[src/common/slcr_pkg.sv]
// constants for the serial link configuration register bank
package slcr_pkg;
   localparam int ADDR_W = 12;
   localparam int DATA_W = 8;
   // register offsets
   localparam logic [11:0] OFF_QUICK_CFG = 12'h804;
   localparam logic [11:0] OFF_SWAP = 12'h806;
   localparam logic [11:0] OFF_SWING = 12'h808;
   localparam logic [11:0] OFF_SEED_LO = 12'h809;
   localparam logic [11:0] OFF_SEED_HI = 12'h80a;
   localparam logic [11:0] OFF_PATTERN = 12'h80b;
   localparam logic [11:0] OFF_LINK_ID = 12'h820;
   localparam logic [11:0] OFF_BANK_ID = 12'h821;
   localparam logic [11:0] OFF_SCRAM = 12'h822;
   localparam logic [11:0] OFF_OCTETS = 12'h823;
   localparam logic [11:0] OFF_FRAMES = 12'h824;
   localparam logic [11:0] OFF_CONV = 12'h825;
   localparam logic [11:0] OFF_CS_N = 12'h826;
   localparam logic [11:0] OFF_BPS = 12'h827;
   localparam logic [11:0] OFF_SAMPLES = 12'h828;
   localparam logic [11:0] OFF_DENSE_CW = 12'h829;
   localparam logic [11:0] OFF_LANE0_ID = 12'h82c;
   localparam logic [11:0] OFF_LANE1_ID = 12'h82d;
   localparam logic [11:0] OFF_LANE1_CHK = 12'h84c;
   localparam logic [11:0] OFF_LANE0_CHK = 12'h84d;
   // field positions
   localparam int POS_SWAP_LANE = 1;
   localparam int POS_SWAP_CONV = 0;
   localparam int POS_SCRAM = 7;
   localparam int POS_LANES = 0;
   localparam int POS_CS = 6;
   localparam int POS_DENSE = 7;
   // reset values
   localparam logic [3:0] RST_QUICK_CFG = 4'h0;
   localparam logic [2:0] RST_SWING = 3'h0;
   localparam logic [6:0] RST_SEED_LO = 7'h00;
   localparam logic [7:0] RST_SEED_HI = 8'hff;
   localparam logic [1:0] RST_PATTERN = 2'h0;
   localparam logic [2:0] RST_OCTETS = 3'h1;
   localparam logic [4:0] RST_FRAMES = 5'h08;
   localparam logic RST_CONV = 1'b1;
   localparam logic RST_LANES = 1'b1;
   localparam logic [3:0] RST_RES = 4'hb;
   localparam logic [4:0] RST_BPS = 5'h0f;
   localparam logic RST_SAMPLES = 1'b1;
   localparam logic [1:0] RST_CW = 2'h0;
   localparam logic [4:0] RST_LANE0_ID = 5'h1b;
   localparam logic [4:0] RST_LANE1_ID = 5'h1c;
   // settle cycles before straps are trusted
   localparam logic [1:0] STRAP_SETTLE = 2'h3;
   // pattern generator codes
   typedef enum logic [1:0] {
      SLCR_PRBS7_A = 2'b00,
      SLCR_PRBS7_B = 2'b01,
      SLCR_PRBS23 = 2'b10,
      SLCR_PRBS31 = 2'b11
   } slcr_pattern_t;
endpackage

[src/verilog/slcr_top.sv]
// link configuration registers and exchange muxes
// Function
// RL1: lane exchange crosses outputs to lanes.
// RL2: converter exchange crosses serial inputs.
// RL3: three-bit pad swing select.
// RL4: seed low seven bits, reset zeros.
// RL5: seed high byte, reset ones.
// RL6: pattern 00/01 7-stage, 10 23-stage, 11 31-stage.
// RL7: read-only link identifier byte.
// RL8: four-bit bank identifier, upper nibble zero.
// RL9: bit 7 scramble enable, bit 0 lanes minus one.
// RL10: octets per frame minus one, three bits.
// RL11: frames per multiframe minus one, five bits.
// RL12: converters minus one in bit 0, rest zero.
// RL13: bit 6 control bits, bits 3..0 resolution.
// RL14: bits per sample minus one, five bits.
// RL15: samples per frame bit, resets to one.
// RL16: bit 7 high density, bits 1..0 control words.
// RL17: first lane identifier, reset 11011.
// RL18: second lane identifier, reset 11100.
// RL19: lane checksums, parameter sum modulo 256.
// RL20: software quick configuration beats straps.
// RL21: unused bits read constant, ignore writes.
`timescale 1ns/10ps
`default_nettype none
module slcr_top
   import slcr_pkg::*;
#(
   parameter int SAMPLE_W = 12,
   parameter int LANE_W = 10,
   // arbitrary neutral identity values
   parameter logic [7:0] LINK_ID_VALUE = 8'h5a,
   parameter logic [3:0] BANK_ID_RESET = 4'h3
) (
   input wire logic clock_i,
   input wire logic reset_n_i,
   // register port
   input wire logic [ADDR_W-1:0] addr_i,
   input wire logic wr_en_i,
   input wire logic [DATA_W-1:0] wr_data_i,
   input wire logic rd_en_i,
   output logic [DATA_W-1:0] rd_data_o,
   output logic rd_valid_o,
   // strap pads
   input wire logic [3:0] cfg_strap_i,
   // data paths
   input wire logic [SAMPLE_W-1:0] conv0_sample_i,
   input wire logic [SAMPLE_W-1:0] conv1_sample_i,
   output logic [SAMPLE_W-1:0] ser_in0_o,
   output logic [SAMPLE_W-1:0] ser_in1_o,
   input wire logic [LANE_W-1:0] ser_out0_i,
   input wire logic [LANE_W-1:0] ser_out1_i,
   output logic [LANE_W-1:0] lane0_data_o,
   output logic [LANE_W-1:0] lane1_data_o,
   // serial unit configuration
   output logic [2:0] swing_select_o,
   output logic [14:0] scrambler_seed_o,
   output logic [1:0] pattern_sequence_select_o,
   output logic [7:0] link_identifier_o,
   output logic [3:0] bank_identifier_o,
   output logic scramble_enable_o,
   output logic lanes_o,
   output logic [2:0] octets_o,
   output logic [4:0] frames_o,
   output logic converters_o,
   output logic control_bits_o,
   output logic [3:0] resolution_o,
   output logic [4:0] total_bits_per_sample_o,
   output logic samples_o,
   output logic high_density_flag_o,
   output logic [1:0] control_words_per_frame_o,
   output logic [4:0] lane0_identifier_o,
   output logic [4:0] lane1_identifier_o,
   output logic [7:0] lane0_checksum_o,
   output logic [7:0] lane1_checksum_o
);
   // write decode
   wire wr_quick = wr_en_i && addr_i == OFF_QUICK_CFG;
   wire wr_swap = wr_en_i && addr_i == OFF_SWAP;
   wire wr_swing = wr_en_i && addr_i == OFF_SWING;
   wire wr_seed_lo = wr_en_i && addr_i == OFF_SEED_LO;
   wire wr_seed_hi = wr_en_i && addr_i == OFF_SEED_HI;
   wire wr_pattern = wr_en_i && addr_i == OFF_PATTERN;
   wire wr_bank = wr_en_i && addr_i == OFF_BANK_ID;
   wire wr_scram = wr_en_i && addr_i == OFF_SCRAM;
   wire wr_octets = wr_en_i && addr_i == OFF_OCTETS;
   wire wr_frames = wr_en_i && addr_i == OFF_FRAMES;
   wire wr_conv = wr_en_i && addr_i == OFF_CONV;
   wire wr_cs_n = wr_en_i && addr_i == OFF_CS_N;
   wire wr_bps = wr_en_i && addr_i == OFF_BPS;
   wire wr_samples = wr_en_i && addr_i == OFF_SAMPLES;
   wire wr_dense_cw = wr_en_i && addr_i == OFF_DENSE_CW;
   wire wr_lane0 = wr_en_i && addr_i == OFF_LANE0_ID;
   wire wr_lane1 = wr_en_i && addr_i == OFF_LANE1_ID;

   logic [3:0] quick_cfg_reg;
   logic swap_lane_reg;
   logic swap_conv_reg;
   logic [6:0] seed_lo_reg;
   logic [7:0] seed_hi_reg;
   logic [1:0] pattern_reg;
   logic [3:0] bank_reg;
   logic scram_reg;
   logic lanes_reg;
   logic [2:0] octets_reg;
   logic [4:0] frames_reg;
   logic conv_reg;
   logic cs_reg;
   logic [3:0] res_reg;
   logic [4:0] bps_reg;
   logic samples_reg;
   logic dense_reg;
   logic [1:0] cw_reg;
   logic [4:0] lane0_id_reg;
   logic [4:0] lane1_id_reg;

   // strap synchroniser and settle counter
   logic [3:0] strap_meta_reg;
   logic [3:0] strap_sync_reg;
   logic [1:0] settle_reg;
   logic strap_done_reg;

   always_ff @(posedge clock_i or negedge reset_n_i) begin
      if (!reset_n_i) begin
         strap_meta_reg <= 4'h0;
         strap_sync_reg <= 4'h0;
      end else begin
         strap_meta_reg <= cfg_strap_i;
         strap_sync_reg <= strap_meta_reg;
      end
   end

   always_ff @(posedge clock_i or negedge reset_n_i) begin
      if (!reset_n_i) begin
         settle_reg <= 2'h0;
      end else if (settle_reg != STRAP_SETTLE) begin
         settle_reg <= settle_reg + 2'h1;
      end
   end

   // RL20 a prior write cancels the strap load
   wire strap_load = (settle_reg == STRAP_SETTLE) && !strap_done_reg && !wr_quick;

   always_ff @(posedge clock_i or negedge reset_n_i) begin
      if (!reset_n_i) begin
         strap_done_reg <= 1'b0;
      end else if (strap_load || wr_quick) begin
         strap_done_reg <= 1'b1;
      end
   end

   // RL20 quick configuration source
   wire [3:0] quick_code = wr_quick ? wr_data_i[3:0] : strap_sync_reg;
   wire apply_preset = wr_quick || strap_load;

   always_ff @(posedge clock_i or negedge reset_n_i) begin
      if (!reset_n_i) begin
         quick_cfg_reg <= RST_QUICK_CFG;
      end else if (apply_preset) begin
         quick_cfg_reg <= quick_code;
      end
   end

   // codes without a preset leave the exchange and link fields unchanged
   logic preset_ok;
   logic [2:0] preset_f;
   logic [4:0] preset_k;
   logic preset_m;
   logic preset_l;
   logic preset_dense;
   logic preset_swap_conv;
   logic preset_swap_lane;

   always_comb begin
      preset_ok = 1'b1;
      preset_f = 3'h1;
      preset_k = 5'h08;
      preset_m = 1'b1;
      preset_l = 1'b1;
      preset_dense = 1'b0;
      preset_swap_conv = 1'b0;
      preset_swap_lane = 1'b0;
      unique case (quick_code)
         4'h1: begin
            preset_f = 3'h3;
            preset_k = 5'h04;
            preset_l = 1'b0;
         end
         4'h3, 4'h4: begin
            preset_f = 3'h0;
            preset_k = 5'h10;
            preset_m = 1'b0;
            preset_dense = 1'b1;
            preset_swap_conv = (quick_code == 4'h4);
         end
         4'h5, 4'h6, 4'h7, 4'h8: begin
            preset_m = 1'b0;
            preset_l = 1'b0;
            preset_swap_lane = (quick_code == 4'h6);
            preset_swap_conv = (quick_code == 4'h7) || (quick_code == 4'h8);
         end
         4'h0, 4'he, 4'hf: preset_ok = 1'b1;
         default: begin
            preset_ok = 1'b0;
         end
      endcase
   end

   wire do_preset = apply_preset && preset_ok;

   // RL1 RL2 exchange; a field write beats a preset
   always_ff @(posedge clock_i or negedge reset_n_i) begin
      if (!reset_n_i) begin
         swap_lane_reg <= 1'b0;
         swap_conv_reg <= 1'b0;
      end else if (wr_swap) begin
         swap_lane_reg <= wr_data_i[POS_SWAP_LANE];
         swap_conv_reg <= wr_data_i[POS_SWAP_CONV];
      end else if (do_preset) begin
         swap_lane_reg <= preset_swap_lane;
         swap_conv_reg <= preset_swap_conv;
      end
   end

   // RL3 RL4 RL5 RL6 serial unit controls
   always_ff @(posedge clock_i or negedge reset_n_i) begin
      if (!reset_n_i) begin
         swing_select_o <= RST_SWING;
         seed_lo_reg <= RST_SEED_LO;
         seed_hi_reg <= RST_SEED_HI;
         pattern_reg <= RST_PATTERN;
      end else begin
         if (wr_swing) swing_select_o <= wr_data_i[2:0];
         if (wr_seed_lo) seed_lo_reg <= wr_data_i[6:0];
         if (wr_seed_hi) seed_hi_reg <= wr_data_i;
         if (wr_pattern) pattern_reg <= wr_data_i[1:0];
      end
   end

   // RL8 RL13 RL14 RL15 RL16 link parameters
   always_ff @(posedge clock_i or negedge reset_n_i) begin
      if (!reset_n_i) begin
         bank_reg <= BANK_ID_RESET;
         cs_reg <= 1'b0;
         res_reg <= RST_RES;
         bps_reg <= RST_BPS;
         samples_reg <= RST_SAMPLES;
         cw_reg <= RST_CW;
      end else begin
         if (wr_bank) bank_reg <= wr_data_i[3:0];
         if (wr_cs_n) cs_reg <= wr_data_i[POS_CS];
         if (wr_cs_n) res_reg <= wr_data_i[3:0];
         if (wr_bps) bps_reg <= wr_data_i[4:0];
         if (wr_samples) samples_reg <= wr_data_i[0];
         if (wr_dense_cw) cw_reg <= wr_data_i[1:0];
      end
   end

   // RL9 RL10 RL11 RL12 RL16 fields; all but scram_reg take presets
   always_ff @(posedge clock_i or negedge reset_n_i) begin
      if (!reset_n_i) begin
         scram_reg <= 1'b0;
         lanes_reg <= RST_LANES;
         octets_reg <= RST_OCTETS;
         frames_reg <= RST_FRAMES;
         conv_reg <= RST_CONV;
         dense_reg <= 1'b0;
      end else begin
         if (wr_scram) scram_reg <= wr_data_i[POS_SCRAM];
         if (wr_scram) lanes_reg <= wr_data_i[POS_LANES];
         else if (do_preset) lanes_reg <= preset_l;
         if (wr_octets) octets_reg <= wr_data_i[2:0];
         else if (do_preset) octets_reg <= preset_f;
         if (wr_frames) frames_reg <= wr_data_i[4:0];
         else if (do_preset) frames_reg <= preset_k;
         if (wr_conv) conv_reg <= wr_data_i[0];
         else if (do_preset) conv_reg <= preset_m;
         if (wr_dense_cw) dense_reg <= wr_data_i[POS_DENSE];
         else if (do_preset) dense_reg <= preset_dense;
      end
   end

   // RL17 RL18 lane identifiers
   always_ff @(posedge clock_i or negedge reset_n_i) begin
      if (!reset_n_i) begin
         lane0_id_reg <= RST_LANE0_ID;
         lane1_id_reg <= RST_LANE1_ID;
      end else begin
         if (wr_lane0) lane0_id_reg <= wr_data_i[4:0];
         if (wr_lane1) lane1_id_reg <= wr_data_i[4:0];
      end
   end

   // RL19 per-lane checksums
   wire [7:0] chk0;
   wire [7:0] chk1;

   slcr_checksum u_chk0 (
      .link_identifier_i(LINK_ID_VALUE),
      .bank_identifier_i(bank_reg),
      .lane_identifier_i(lane0_id_reg),
      .scramble_enable_i(scram_reg),
      .lanes_i(lanes_reg),
      .octets_i(octets_reg),
      .frames_i(frames_reg),
      .converters_i(conv_reg),
      .control_bits_i(cs_reg),
      .resolution_i(res_reg),
      .total_bits_per_sample_i(bps_reg),
      .samples_i(samples_reg),
      .high_density_flag_i(dense_reg),
      .control_words_per_frame_i(cw_reg),
      .sum_o(chk0)
   );

   slcr_checksum u_chk1 (
      .link_identifier_i(LINK_ID_VALUE),
      .bank_identifier_i(bank_reg),
      .lane_identifier_i(lane1_id_reg),
      .scramble_enable_i(scram_reg),
      .lanes_i(lanes_reg),
      .octets_i(octets_reg),
      .frames_i(frames_reg),
      .converters_i(conv_reg),
      .control_bits_i(cs_reg),
      .resolution_i(res_reg),
      .total_bits_per_sample_i(bps_reg),
      .samples_i(samples_reg),
      .high_density_flag_i(dense_reg),
      .control_words_per_frame_i(cw_reg),
      .sum_o(chk1)
   );

   // RL2 converter exchange
   slcr_swap_mux #(
      .WIDTH(SAMPLE_W)
   ) u_conv_mux (
      .clock_i(clock_i),
      .reset_n_i(reset_n_i),
      .swap_i(swap_conv_reg),
      .in0_i(conv0_sample_i),
      .in1_i(conv1_sample_i),
      .out0_o(ser_in0_o),
      .out1_o(ser_in1_o)
   );

   // RL1 lane exchange
   slcr_swap_mux #(
      .WIDTH(LANE_W)
   ) u_lane_mux (
      .clock_i(clock_i),
      .reset_n_i(reset_n_i),
      .swap_i(swap_lane_reg),
      .in0_i(ser_out0_i),
      .in1_i(ser_out1_i),
      .out0_o(lane0_data_o),
      .out1_o(lane1_data_o)
   );

   // RL21 read mux, reserved bits zero
   logic [7:0] rd_mux;

   always_comb begin
      unique case (addr_i)
         OFF_QUICK_CFG: rd_mux = {4'h0, quick_cfg_reg};
         OFF_SWAP: rd_mux = {6'h00, swap_lane_reg, swap_conv_reg};
         OFF_SWING: rd_mux = {5'h00, swing_select_o};
         OFF_SEED_LO: rd_mux = {1'b0, seed_lo_reg};
         OFF_SEED_HI: rd_mux = seed_hi_reg;
         OFF_PATTERN: rd_mux = {6'h00, pattern_reg};
         // RL7 fixed identity, writes ignored
         OFF_LINK_ID: rd_mux = LINK_ID_VALUE;
         OFF_BANK_ID: rd_mux = {4'h0, bank_reg};
         OFF_SCRAM: rd_mux = {scram_reg, 6'h00, lanes_reg};
         OFF_OCTETS: rd_mux = {5'h00, octets_reg};
         OFF_FRAMES: rd_mux = {3'h0, frames_reg};
         OFF_CONV: rd_mux = {7'h00, conv_reg};
         OFF_CS_N: rd_mux = {1'b0, cs_reg, 2'h0, res_reg};
         OFF_BPS: rd_mux = {3'h0, bps_reg};
         OFF_SAMPLES: rd_mux = {7'h00, samples_reg};
         OFF_DENSE_CW: rd_mux = {dense_reg, 5'h00, cw_reg};
         OFF_LANE0_ID: rd_mux = {3'h0, lane0_id_reg};
         OFF_LANE1_ID: rd_mux = {3'h0, lane1_id_reg};
         OFF_LANE0_CHK: rd_mux = chk0;
         OFF_LANE1_CHK: rd_mux = chk1;
         default: rd_mux = 8'h00;
      endcase
   end

   always_ff @(posedge clock_i or negedge reset_n_i) begin
      if (!reset_n_i) begin
         rd_data_o <= 8'h00;
         rd_valid_o <= 1'b0;
      end else begin
         rd_valid_o <= rd_en_i;
         if (rd_en_i) rd_data_o <= rd_mux;
      end
   end

   // registered copies
   always_ff @(posedge clock_i or negedge reset_n_i) begin
      if (!reset_n_i) begin
         scrambler_seed_o <= {RST_SEED_HI, RST_SEED_LO};
         pattern_sequence_select_o <= RST_PATTERN;
         link_identifier_o <= 8'h00;
         bank_identifier_o <= 4'h0;
         scramble_enable_o <= 1'b0;
         lanes_o <= RST_LANES;
         octets_o <= RST_OCTETS;
         frames_o <= RST_FRAMES;
         converters_o <= RST_CONV;
         control_bits_o <= 1'b0;
         resolution_o <= RST_RES;
         total_bits_per_sample_o <= RST_BPS;
         samples_o <= RST_SAMPLES;
         high_density_flag_o <= 1'b0;
         control_words_per_frame_o <= RST_CW;
         lane0_identifier_o <= RST_LANE0_ID;
         lane1_identifier_o <= RST_LANE1_ID;
         lane0_checksum_o <= 8'h00;
         lane1_checksum_o <= 8'h00;
      end else begin
         scrambler_seed_o <= {seed_hi_reg, seed_lo_reg};
         pattern_sequence_select_o <= pattern_reg;
         link_identifier_o <= LINK_ID_VALUE;
         bank_identifier_o <= bank_reg;
         scramble_enable_o <= scram_reg;
         lanes_o <= lanes_reg;
         octets_o <= octets_reg;
         frames_o <= frames_reg;
         converters_o <= conv_reg;
         control_bits_o <= cs_reg;
         resolution_o <= res_reg;
         total_bits_per_sample_o <= bps_reg;
         samples_o <= samples_reg;
         high_density_flag_o <= dense_reg;
         control_words_per_frame_o <= cw_reg;
         lane0_identifier_o <= lane0_id_reg;
         lane1_identifier_o <= lane1_id_reg;
         lane0_checksum_o <= chk0;
         lane1_checksum_o <= chk1;
      end
   end
endmodule // slcr_top
`default_nettype wire

[src/verilog/slcr_swap_mux.sv]
// registered two-way exchange multiplexer
`timescale 1ns/10ps
`default_nettype none
module slcr_swap_mux #(
   parameter int WIDTH = 12
) (
   input wire logic clock_i,
   input wire logic reset_n_i,
   input wire logic swap_i,
   input wire logic [WIDTH-1:0] in0_i,
   input wire logic [WIDTH-1:0] in1_i,
   output logic [WIDTH-1:0] out0_o,
   output logic [WIDTH-1:0] out1_o
);
   wire [WIDTH-1:0] sel0 = swap_i ? in1_i : in0_i;
   wire [WIDTH-1:0] sel1 = swap_i ? in0_i : in1_i;

   always_ff @(posedge clock_i or negedge reset_n_i) begin
      if (!reset_n_i) begin
         out0_o <= '0;
         out1_o <= '0;
      end else begin
         out0_o <= sel0;
         out1_o <= sel1;
      end
   end
endmodule // slcr_swap_mux
`default_nettype wire

[src/verilog/slcr_checksum.sv]
// per-lane link configuration checksum, sum modulo 256
`timescale 1ns/10ps
`default_nettype none
module slcr_checksum (
   input wire logic [7:0] link_identifier_i,
   input wire logic [3:0] bank_identifier_i,
   input wire logic [4:0] lane_identifier_i,
   input wire logic scramble_enable_i,
   input wire logic lanes_i,
   input wire logic [2:0] octets_i,
   input wire logic [4:0] frames_i,
   input wire logic converters_i,
   input wire logic control_bits_i,
   input wire logic [3:0] resolution_i,
   input wire logic [4:0] total_bits_per_sample_i,
   input wire logic samples_i,
   input wire logic high_density_flag_i,
   input wire logic [1:0] control_words_per_frame_i,
   output logic [7:0] sum_o
);
   // carry dropped: modulo 256
   assign sum_o = link_identifier_i + {4'h0, bank_identifier_i}
      + {3'h0, lane_identifier_i} + {7'h00, scramble_enable_i}
      + {7'h00, lanes_i} + {5'h00, octets_i} + {3'h0, frames_i}
      + {7'h00, converters_i} + {7'h00, control_bits_i}
      + {4'h0, resolution_i} + {3'h0, total_bits_per_sample_i}
      + {7'h00, samples_i} + {7'h00, high_density_flag_i}
      + {6'h00, control_words_per_frame_i};
endmodule // slcr_checksum
`default_nettype wire

[config.mk]
export PLATFORM = sky130hd
export DESIGN_NAME = slcr_top
export DESIGN_NICKNAME = d
export VERILOG_FILES = /design/src/common/slcr_pkg.sv /design/src/verilog/slcr_top.sv /design/src/verilog/slcr_swap_mux.sv /design/src/verilog/slcr_checksum.sv
export SDC_FILE = /design/constraint.sdc
export NUM_CORES = 1
export LEC_CHECK = 0
export BUFFER_PORTS_ARGS = -buffer_cell sky130_fd_sc_hd__buf_2
export CELL_PAD_IN_SITES_DETAIL_PLACEMENT = 0
export CELL_PAD_IN_SITES_GLOBAL_PLACEMENT = 2
export CORE_MARGIN = 2
export CORE_UTILIZATION = 39
export CTS_CLUSTER_DIAMETER = 200
export DETAILED_ROUTE_END_ITERATION = 7
export PLACE_DENSITY = 0.87
export SLEW_MARGIN = 20
export SYNTH_ARGS = -nofsm -noshare
export SYNTH_HDL_FRONTEND = slang
export SYNTH_SLANG_ARGS = --single-unit
[constraint.sdc]
create_clock -name clock_i -period 6.89 [get_ports clock_i]
set_clock_uncertainty 0.05 [all_clocks]
set_input_delay 1.378 -clock clock_i [delete_from_list [all_inputs] [get_ports clock_i]]
set_output_delay 1.378 -clock clock_i [all_outputs]
set_load 0.01 [all_outputs]
Yosys cells after proc, flatten, opt, wreduce, memory -nomap -nowiden
Index checks and enable logic that the tools add are counted.
Widths: inputs -> output; s select.
{"block": "classes", "mux": 28, "n_reduce_logical": 36, "n_eq_ne": 31, "n_addsub": 26}
{"operator": "$eq 12x12->1 const B", "n": 20}
{"operator": "$pmux 8 s20", "n": 1}
{"operator": "$add 8x1->8", "n": 12}
{"operator": "$add 8x5->8", "n": 6}
{"operator": "$mux 12", "n": 2}
{"operator": "$logic_and 1x1->1", "n": 20}
{"operator": "$mux 10", "n": 2}
{"operator": "$add 8x2->8", "n": 2}
{"operator": "$add 8x3->8", "n": 2}
{"operator": "$add 8x4->8", "n": 2}
{"operator": "$eq 4x3->1 const B", "n": 4}
{"operator": "$mux 1", "n": 15}
{"operator": "$eq 4x4->1 const B", "n": 3}
{"operator": "$reduce_bool 2->1", "n": 6}
{"operator": "$mux 5", "n": 2}
{"operator": "$pmux 5 s2", "n": 1}
{"operator": "$reduce_or 10->1", "n": 1}
{"operator": "$add 7x4->8 const A", "n": 1}
{"operator": "$mux 3", "n": 2}
{"operator": "$reduce_or 6->1", "n": 1}
{"operator": "$reduce_or 5->1", "n": 1}
{"operator": "$eq 4x1->1 const B", "n": 1}
{"operator": "$eq 4x2->1 const B", "n": 1}
{"operator": "$logic_not 4->1", "n": 1}
{"operator": "10 further kinds", "n": 12}
{"block": "word_totals", "output_inout_bits": 136, "word_cells": 171, "regBits": 202, "in_bits": 72}

Longest topological paths before layout
Gate-level depths: netlist of run 1.
{"block": "depth", "word_depth": 14, "mapped_depth": 17, "mapped_depth_nobuf": 17}

Modules after synthesis
From an unflattened synthesis of run 1, not the netlist that was laid out.
{"block": "unflattened", "cells_unflattened": 898, "area_unflattened_um2": 10690.3}
{"mod": "slcr_top", "seq_area_each_um2": 4023.9, "area_each_um2": 6645.1, "cells_per_inst": 549, "n_inst": 1}
{"mod": "slcr_checksum (u_chk1)", "seq_area_each_um2": 0.0, "area_each_um2": 1116.1, "cells_per_inst": 128, "n_inst": 1}
{"mod": "slcr_checksum (u_chk0)", "seq_area_each_um2": 0.0, "area_each_um2": 1108.6, "cells_per_inst": 128, "n_inst": 1}
{"mod": "slcr_swap_mux (u_conv_mux)", "seq_area_each_um2": 600.6, "area_each_um2": 997.2, "cells_per_inst": 51, "n_inst": 1}
{"mod": "slcr_swap_mux (u_lane_mux)", "seq_area_each_um2": 500.5, "area_each_um2": 823.3, "cells_per_inst": 42, "n_inst": 1}

Least setup slack after synthesis of run 1
No wires, ideal clock.
{"block": "synth_timing", "kind": "register to register", "from": "register bps_reg[1]", "to": "register rd_data_o[6]", "synth_period_minus_slack_ns": 4.335, "setup_ns": 0.142, "stages_incl_launch_ff": 17, "arrival_ns": 4.143, "required_ns": 6.698, "slack_ns": 2.555, "n_path_buf": 0, "path_cell_list": "dfstp_2 > inv_1 > fa_1 > inv_1 > fa_1 > inv_1 > fa_1 > inv_1 > fa_1 > inv_1 > fa_1 > nor2b_1 > o31a_1 > o22ai_1 > xnor2_1 > a221oi_1 > a21oi_1"}
{"block": "synth_via", "elab_chain_len": 5, "word_cells_on_any_way": 9, "classes_between": "8 x add/sub; 1 x mux"}
{"item": "start, declared", "line_no": "slcr_top.sv:110", "source": "logic [4:0] bps_reg;"}
{"item": "start signal, assigned", "line_no": "slcr_top.sv:253", "source": "if (wr_bps) bps_reg <= wr_data_i[4:0];"}
{"item": "$add 8x5->8", "line_no": "slcr_checksum.sv:26", "source": "+ {4'h0, resolution_i} + {3'h0, total_bits_per_sample_i}"}
{"item": "$add 8x1->8 (2 in a row)", "line_no": "slcr_checksum.sv:27", "source": "+ {7'h00, samples_i} + {7'h00, high_density_flag_i}"}
{"item": "$add 8x2->8", "line_no": "slcr_checksum.sv:28", "source": "+ {6'h00, control_words_per_frame_i};"}
{"item": "via chk1[6]", "line_no": "slcr_top.sv:296", "source": "wire [7:0] chk1;"}
{"item": "$pmux 8 s20", "line_no": "slcr_top.sv:364", "source": "unique case (addr_i)"}
{"item": "end signal, assigned", "line_no": "slcr_top.sv:396", "source": "if (rd_en_i) rd_data_o <= rd_mux;"}
{"item": "end, declared", "line_no": "slcr_top.sv:42", "source": "output logic [DATA_W-1:0] rd_data_o,"}
The timed path passes the listed nets, and every way through them passes these cells.
A chain may end at the register's enable or synchronous reset.

Final worst setup path of run 1
{"block": "layout_timing", "from": "register conv_reg", "to": "register rd_data_o[4]"}
{"block": "layout_via", "elab_chain_len": 8, "word_cells_on_any_way": 15, "classes_between": "14 x add/sub; 1 x mux"}
{"item": "start, declared", "line_no": "slcr_top.sv:107", "source": "logic conv_reg;"}
{"item": "start signal, assigned", "line_no": "slcr_top.sv:276", "source": "if (wr_conv) conv_reg <= wr_data_i[0];"}
{"item": "start signal, assigned", "line_no": "slcr_top.sv:277", "source": "else if (do_preset) conv_reg <= preset_m;"}
{"item": "$add 8x1->8 (2 in a row)", "line_no": "slcr_checksum.sv:25", "source": "+ {7'h00, converters_i} + {7'h00, control_bits_i}"}
{"item": "$add 8x4->8", "line_no": "slcr_checksum.sv:26"}
{"item": "$add 8x5->8", "line_no": "slcr_checksum.sv:26"}
{"item": "$add 8x1->8 (2 in a row)", "line_no": "slcr_checksum.sv:27"}
{"item": "$add 8x2->8", "line_no": "slcr_checksum.sv:28"}
{"item": "via chk0[4]", "line_no": "slcr_top.sv:295", "source": "wire [7:0] chk0;"}
{"item": "$pmux 8 s20", "line_no": "slcr_top.sv:364"}
The timed path passes the listed nets, and every way through them passes these cells.

==> impl_metrics.ini, run 1 <==
[timing]
fin_tns_setup_ps = 0
fin_crit_sh = 0.665
finalCriticalPeriod_ps = 4580
grt_setup_unrepaired = no
max_freq_mhz = 218
max_slew_margin = 0.318
tightest_slew_ps = 1020
hold_viol = 0
final_max_slew_viol_count = 0
finalSetupViolCount = 0

[routing]
wirelength_mm = 27.9
drt_iter0_markers = 522
viasPerCell = 5.23
wl_per_cell_um = 20.4
drc = 0
first_pass_iters = 5
num_vias = 7164
final_antenna_net_count = 0

[worst_setup_path]
path_delay_family = adder cells
worstSetupEndpointType = flip-flop
path_common_cell = fa_1
cp_max_fo = 4
critPathKind = flip-flop to flip-flop
worstSetupStartpointType = flip-flop
critical-path-max-stage-delay_ps = 610
worst-path-buf-inv = 3
worstPathArrival_ps = 4970
critical_path.slowest_cell = fa_1
crit_chain = inv_1 -> fa_1 -> fa_1 -> fa_1 -> fa_1 -> inv_1 -> fa_1 -> inv_1 -> fa_1 -> nor2b_1 -> o31a_1 -> a21oi_1 -> mux2i_1 -> o31ai_1 -> a2bb2oi_1
crit_required_ps = 7280

[finish]
final_area_mm2 = 0.0119
largest_register_ffs = 15
fill_cells = 2327
drive_gt1_frac = 0.376
final_nets = 1159
largest_register = scrambler_seed_o
reg.largest.list = scrambler_seed_o: 15 flops, u_conv_mux.out0_o: 12 flops, u_conv_mux.out1_o: 12 flops
multi_input_area_mm2 = 0.00433
regArea_mm2 = 0.00512
syn2layout_area_growth_pct = 19.9

[synth]
synth_ff_type = dfrtp_1
synth.avg_cell_area_um2 = 11.9
synth_cell_type_count = 73
netlist_instances = 831
synth_edf_count = 0
synth-seq-cells = 202
seq_area_frac_synth = 0.517
ys_warn_count = 0
ys_async_sr_fraction = 1.00
syn_area_mm2 = 0.00992

[power]
ir_worst_vdd_mv = 0.136
powerDensity_mw_per_mm2 = 221
p_leak_nw = 5.51

[global_route]
overflow = 0
grt_pass1_vias = 6925
antenna_found_initial = 3
track_usage = 0.205
grt_pass1_wl_mm = 41.5
grt_max_degree = 85

[clocking]
ctsResizeCount = 0
cts-root-buf = clkbuf_16
hold_buffers = 0
cts_buffer_depth = 3
cts.sinks = 202
cts_setup_buffers = 0
numCtsBuffers = 22
cts_max_level = 1
cts_tree = done
clk_latency_ps = 510
clkTransAtPathRegs_ps = 70

[floorplanning]
fp.dieH_um = 163
dieArea_mm2 = 0.0267
start_util = 0.396
design.core.area_mm2 = 0.0250
ioPinCount = 208
std_cell_rows = 58
die_w_um = 163

[place]
portBuffers = 203
postPlaceCellArea_mm2 = 0.0112
hpwl_mm = 21.0
gp_congestion = 0.886

[outcome]
status = finished, final reports clean

[hold_path]
hold_class = flip-flop to flip-flop

[job]
max-cap-violations = 0
[Yosys cell counts (4+ instances only)]
master	instances	area, um2
nand2b_1	15	93.8
fa_1	41	821
a21o_1	4	30.0
inv_1	73	274
nor3_1	10	50.1
clkbuf_1	26	97.6
a22oi_1	5	37.5
buf_1	5	18.8
and3_1	6	37.5
a21oi_1	29	145
nand3_1	26	130
dfrtp_1	146	3650
o21a_1	4	30.0
or3_1	6	37.5
nor2b_1	7	43.8
a211oi_1	10	75.1
a31oi_1	10	62.6
mux2_2	74	833
nand2_1	54	203
mux2_4	4	60.1
buf_4	7	52.6
mux2i_1	14	140
nand4_1	8	50.1
and4_1	4	35.0
dfstp_2	56	1470
xnor2_1	11	96.3
nor2_1	40	150
o21ai_0	28	140
ha_1	25	313
a32oi_1	7	61.3
o31ai_1	5	37.5
[where the power goes]
group | total (mW) | internal (mW) | leakage, nW | switching, mW
registers | 1.24 | 1.23 | 2.35 | 0.0168
clock network | 1.13 | 0.649 | 0.342 | 0.480
logic | 0.257 | 0.0996 | 2.82 | 0.158
[layout make-up]
class,count,share of cell area
Tap cell,330,0.0347
Inverter,73,0.0230
Sequential cell,202,0.431
Antenna cell,3,0.000631
Timing Repair Buffer,205,0.0874
Clock inverter,7,0.00474
Clock buffer,33,0.0540
Multi-Input combinational cell,517,0.364
[through the flow]
stage	util	hold WS [ps]	std cells	total power, mW	setup WS, ps
CTS	0.475	299	1367	2.66	2280
detailed placement	0.447	286	1327	1.52	2290
floorplan	-	281	834	1.40	2550
global route	0.475	308	1369	2.74	2070
global placement	0.447	285	1327	1.52	2390
finish	0.475	296	1370	2.63	2310
[worst reg2reg max path, stage by stage, from the launching register on]
cell and delay [ps]:
dfstp_2 550, inv_1 60, fa_1 610, fa_1 450, fa_1 460, fa_1 500, inv_1 60, fa_1 420
inv_1 110, fa_1 210, nor2b_1 70, o31a_1 250, a21oi_1 170, mux2i_1 130, o31ai_1 250, a2bb2oi_1 180
[per-layer routing]
layer / routed length, um / GRT usage / vias to the layer above
li1: - / - / 3254
met1: 12100 / 0.292 / 3616
met2: 13100 / 0.320 / 248
met3: 2000 / 0.0411 / 46
met4: 638 / 0.0550 / 0
met5: 0 / 0 / -
[cells in the final DEF, fill, tap and decap left out, types with 7 or more instances in the layout]
cell,Yosys,final
nand2b_1,15,15
a32oi_1,7,7
nor2_1,40,40
mux2_2,74,74
dfrtp_1,146,146
fa_1,41,41
xnor2_1,11,11
nand3_1,26,26
nand2_1,54,54
inv_1,73,73
a21oi_1,29,29
o21ai_0,28,28
nor2b_1,7,7
buf_2,3,202
nand4_1,8,8
a31oi_1,10,10
dfstp_2,56,56
ha_1,25,25
mux2i_1,14,14
nor3_1,10,10
a211oi_1,10,10
clkbuf_16,0,22
[logic make-up after synthesis]
group,after synthesis,share of synthesized area
compound gates,132,0.0888
xor+xnor,12,0.0106
fa+ha+maj,66,0.114
buf+inv,115,0.0473
flops,202,0.517
mux,92,0.104
other cells,2,0.000757
simple gates,210,0.117
[worst paths after layout]
path,from,cells after the start,to,slack [ps]
worst min register to register,strap_meta_reg[2]$_DFF_PN0_,0,strap_sync_reg[2]$_DFF_PN0_,300
min in group asynchronous,reset_n_i,1,u_conv_mux.out0_o[2]$_DFF_PN0_,860
worst max-delay path,conv_reg$_DFFE_PN1P_,15,rd_data_o[4]$_DFFE_PN0P_,2310
worst min-delay path,strap_meta_reg[2]$_DFF_PN0_,0,strap_sync_reg[2]$_DFF_PN0_,300
max in group asynchronous,reset_n_i,2,pattern_sequence_select_o[0]$_DFF_PN0_,4530
worst max register to register,conv_reg$_DFFE_PN1P_,15,rd_data_o[4]$_DFFE_PN0P_,2310
Note: power is estimated with default switching activity, not from simulation.
==> run 2, diff against run 1 <==
CORE_UTILIZATION = 33   (was 39)
PLACE_DENSITY = 0.78   (was 0.87)
clock period = 4.11 ns   (was 6.89 ns; I/O delays follow)
==> impl_metrics.ini, run 2 (synthesis results as in run 1) <==
[timing]
fin_crit_sh = 1.09
final_max_slew_viol_count = 0
finalSetupViolCount = 13
max_slew_margin = 0.411
finalCriticalPeriod_ps = 4500
hold_viol = 0
grt_setup_unrepaired = yes
tightest_slew_ps = 884
hold_slack_ps = 265
max_freq_mhz = 222
final.setup.worst_slack_ps = -386

[finish]
fin_util = 0.433
layout_commonest_cell = buf_2
fill_cells = 2855
final_cell_mix = 202 x buf_2, 146 x dfrtp_1, 74 x mux2_2
reg.largest.list = scrambler_seed_o: 15 flops, u_conv_mux.out0_o: 12 flops, u_conv_mux.out1_o: 12 flops
drive_gt1_frac = 0.457
final_nets = 1228
syn2layout_area_growth_pct = 29.4
largest_register = scrambler_seed_o
largest_register_ffs = 15

[power]
total_power_mw = 4.79
ir_worst_vdd_mv = 0.283
powerDensity_mw_per_mm2 = 373
p_leak_nw = 5.97

[worst_setup_path]
worstPathArrival_ps = 4860
crit_chain = inv_2 -> fa_2 -> fa_1 -> fa_1 -> fa_1 -> inv_1 -> fa_2 -> inv_2 -> fa_2 -> nor2b_2 -> o31a_1 -> buf_4 -> o22ai_4 -> xnor2_2 -> a221oi_2 -> a21oi_1
critical_path.slowest_cell = fa_1
path_delay_family = adder cells
critical-path-max-stage-delay_ps = 590
worst-path-buf-inv = 4
worstSetupStartpointType = flip-flop
cp_max_fo = 2
crit_required_ps = 4480
worstSetupEndpointType = flip-flop
critPathKind = flip-flop to flip-flop

[clocking]
cts_buffer_depth = 3
clk_latency_ps = 530
clkTransAtPathRegs_ps = 70
cts_tree = done
cts-root-buf = clkbuf_16
cts.sinks = 202
numCtsBuffers = 24
cts_max_level = 1

[routing]
first_pass_iters = 5
drc = 0
final_antenna_net_count = 0
wl_per_cell_um = 20.1
viasPerCell = 4.92
num_vias = 7378
drt_iter0_markers = 535
wirelength_mm = 30.1

[outcome]
status = complete, but fails checks
violations = setup timing

[global_route]
overflow = 0
grt_busiest_layer = met2
track_usage = 0.187
use_met2 = 0.293
use_met3 = 0.0315
grt_max_degree = 85
antenna_found_initial = 2
grt_pass1_vias = 7316
grt_pass1_wl_mm = 44.5
use_met1 = 0.271

[place]
hpwl_mm = 22.5
gp_congestion = 0.909
portBuffers = 203

[floorplanning]
dieArea_mm2 = 0.0314
design.core.area_mm2 = 0.0296
die_w_um = 177
std_cell_rows = 63
start_util = 0.335
ioPinCount = 208
fp.dieH_um = 177

[job]
max-cap-violations = 0

[hold_path]
hold_class = input port to asynchronous set/reset pin
## run 2: cell count changes in the layout (fill, tap and decap cells not counted), moves of 5 or more
cell,change
xnor2_2,+5
inv_2,+9
a21oi_1,-5
inv_1,-9
buf_4,+64
fa_2,+5
fa_1,-5
xnor2_1,-7
## run 2: final timing paths
path                                                  start                              to  slack (ps)  depth (start not counted)
worst max register to register       res_reg[0]$_DFFE_PN1P_        rd_data_o[6]$_DFFE_PN0P_        -390                         16
worst max-delay path                 res_reg[0]$_DFFE_PN1P_        rd_data_o[6]$_DFFE_PN0P_        -390                         16
worst min-delay path                              reset_n_i  u_lane_mux.out1_o[4]$_DFF_PN0_         260                          1
min in group clock_i            strap_meta_reg[3]$_DFF_PN0_     strap_sync_reg[3]$_DFF_PN0_         300                          0
max in group asynchronous                         reset_n_i           frames_o[3]$_DFF_PN1_        2720                          2
worst min register to register  strap_meta_reg[3]$_DFF_PN0_     strap_sync_reg[3]$_DFF_PN0_         300                          0
## run 2: worst register-to-register path, cell delays in order, from the launching register on
cell      delay, ps
dfstp_2         530
inv_2            40
fa_2            500
fa_1            590
fa_1            460
fa_1            530
inv_1            60
fa_2            350
inv_2            60
fa_2            200
nor2b_2          50
o31a_1          300
buf_4           160
o22ai_4         120
xnor2_2         100
a221oi_2        220
a21oi_1          60
## run 2: repair_timing
action,CTS,global route
setup endpoints to repair,12,18
hold buffers,0,0
resized for setup,14,31
pin swaps,13,27
hold endpoints to repair,0,0
gates cloned,0,0
setup buffers,3,11
## run 2: stage by stage
step / instances / setup WS [ps] / setup TNS [ps] / cell area [um2]
final: 1499 / -386 / -2470 / 12800
after global routing: 1499 / -494 / -4020 / 12800
after CTS: 1491 / -379 / -2470 / 12600
after detailed placement: 1445 / -400 / -2700 / 11700
after global placement: 1445 / -205 / -1540 / 11700
after floorplan: 834 / -114 / -192 / 9940
## run 2: area by class of cell
cell class / instances / area [um2] / share of cell area
multi-input combinational: 517 / 4560 / 0.356
clock inverter: 13 / 166 / 0.0130
tap: 390 / 488 / 0.0380
clock buffer: 31 / 647 / 0.0504
inverter: 73 / 274 / 0.0214
antenna: 1 / 2.50 / 0.000195
sequential: 202 / 5120 / 0.400
timing repair buffer: 272 / 1560 / 0.122
## run 2: per-layer routing
metal	up-vias	share of wire
met4	2	0.018
met1	3687	0.44
met5	-	0.00053
li1	3403	-
met2	241	0.47
met3	45	0.064
## run 2: power breakdown
part           internal, mW  switching (mW)  total (mW)
combinational         0.238           0.302       0.540
sequential             2.06          0.0231        2.08
clock                  1.31           0.865        2.17
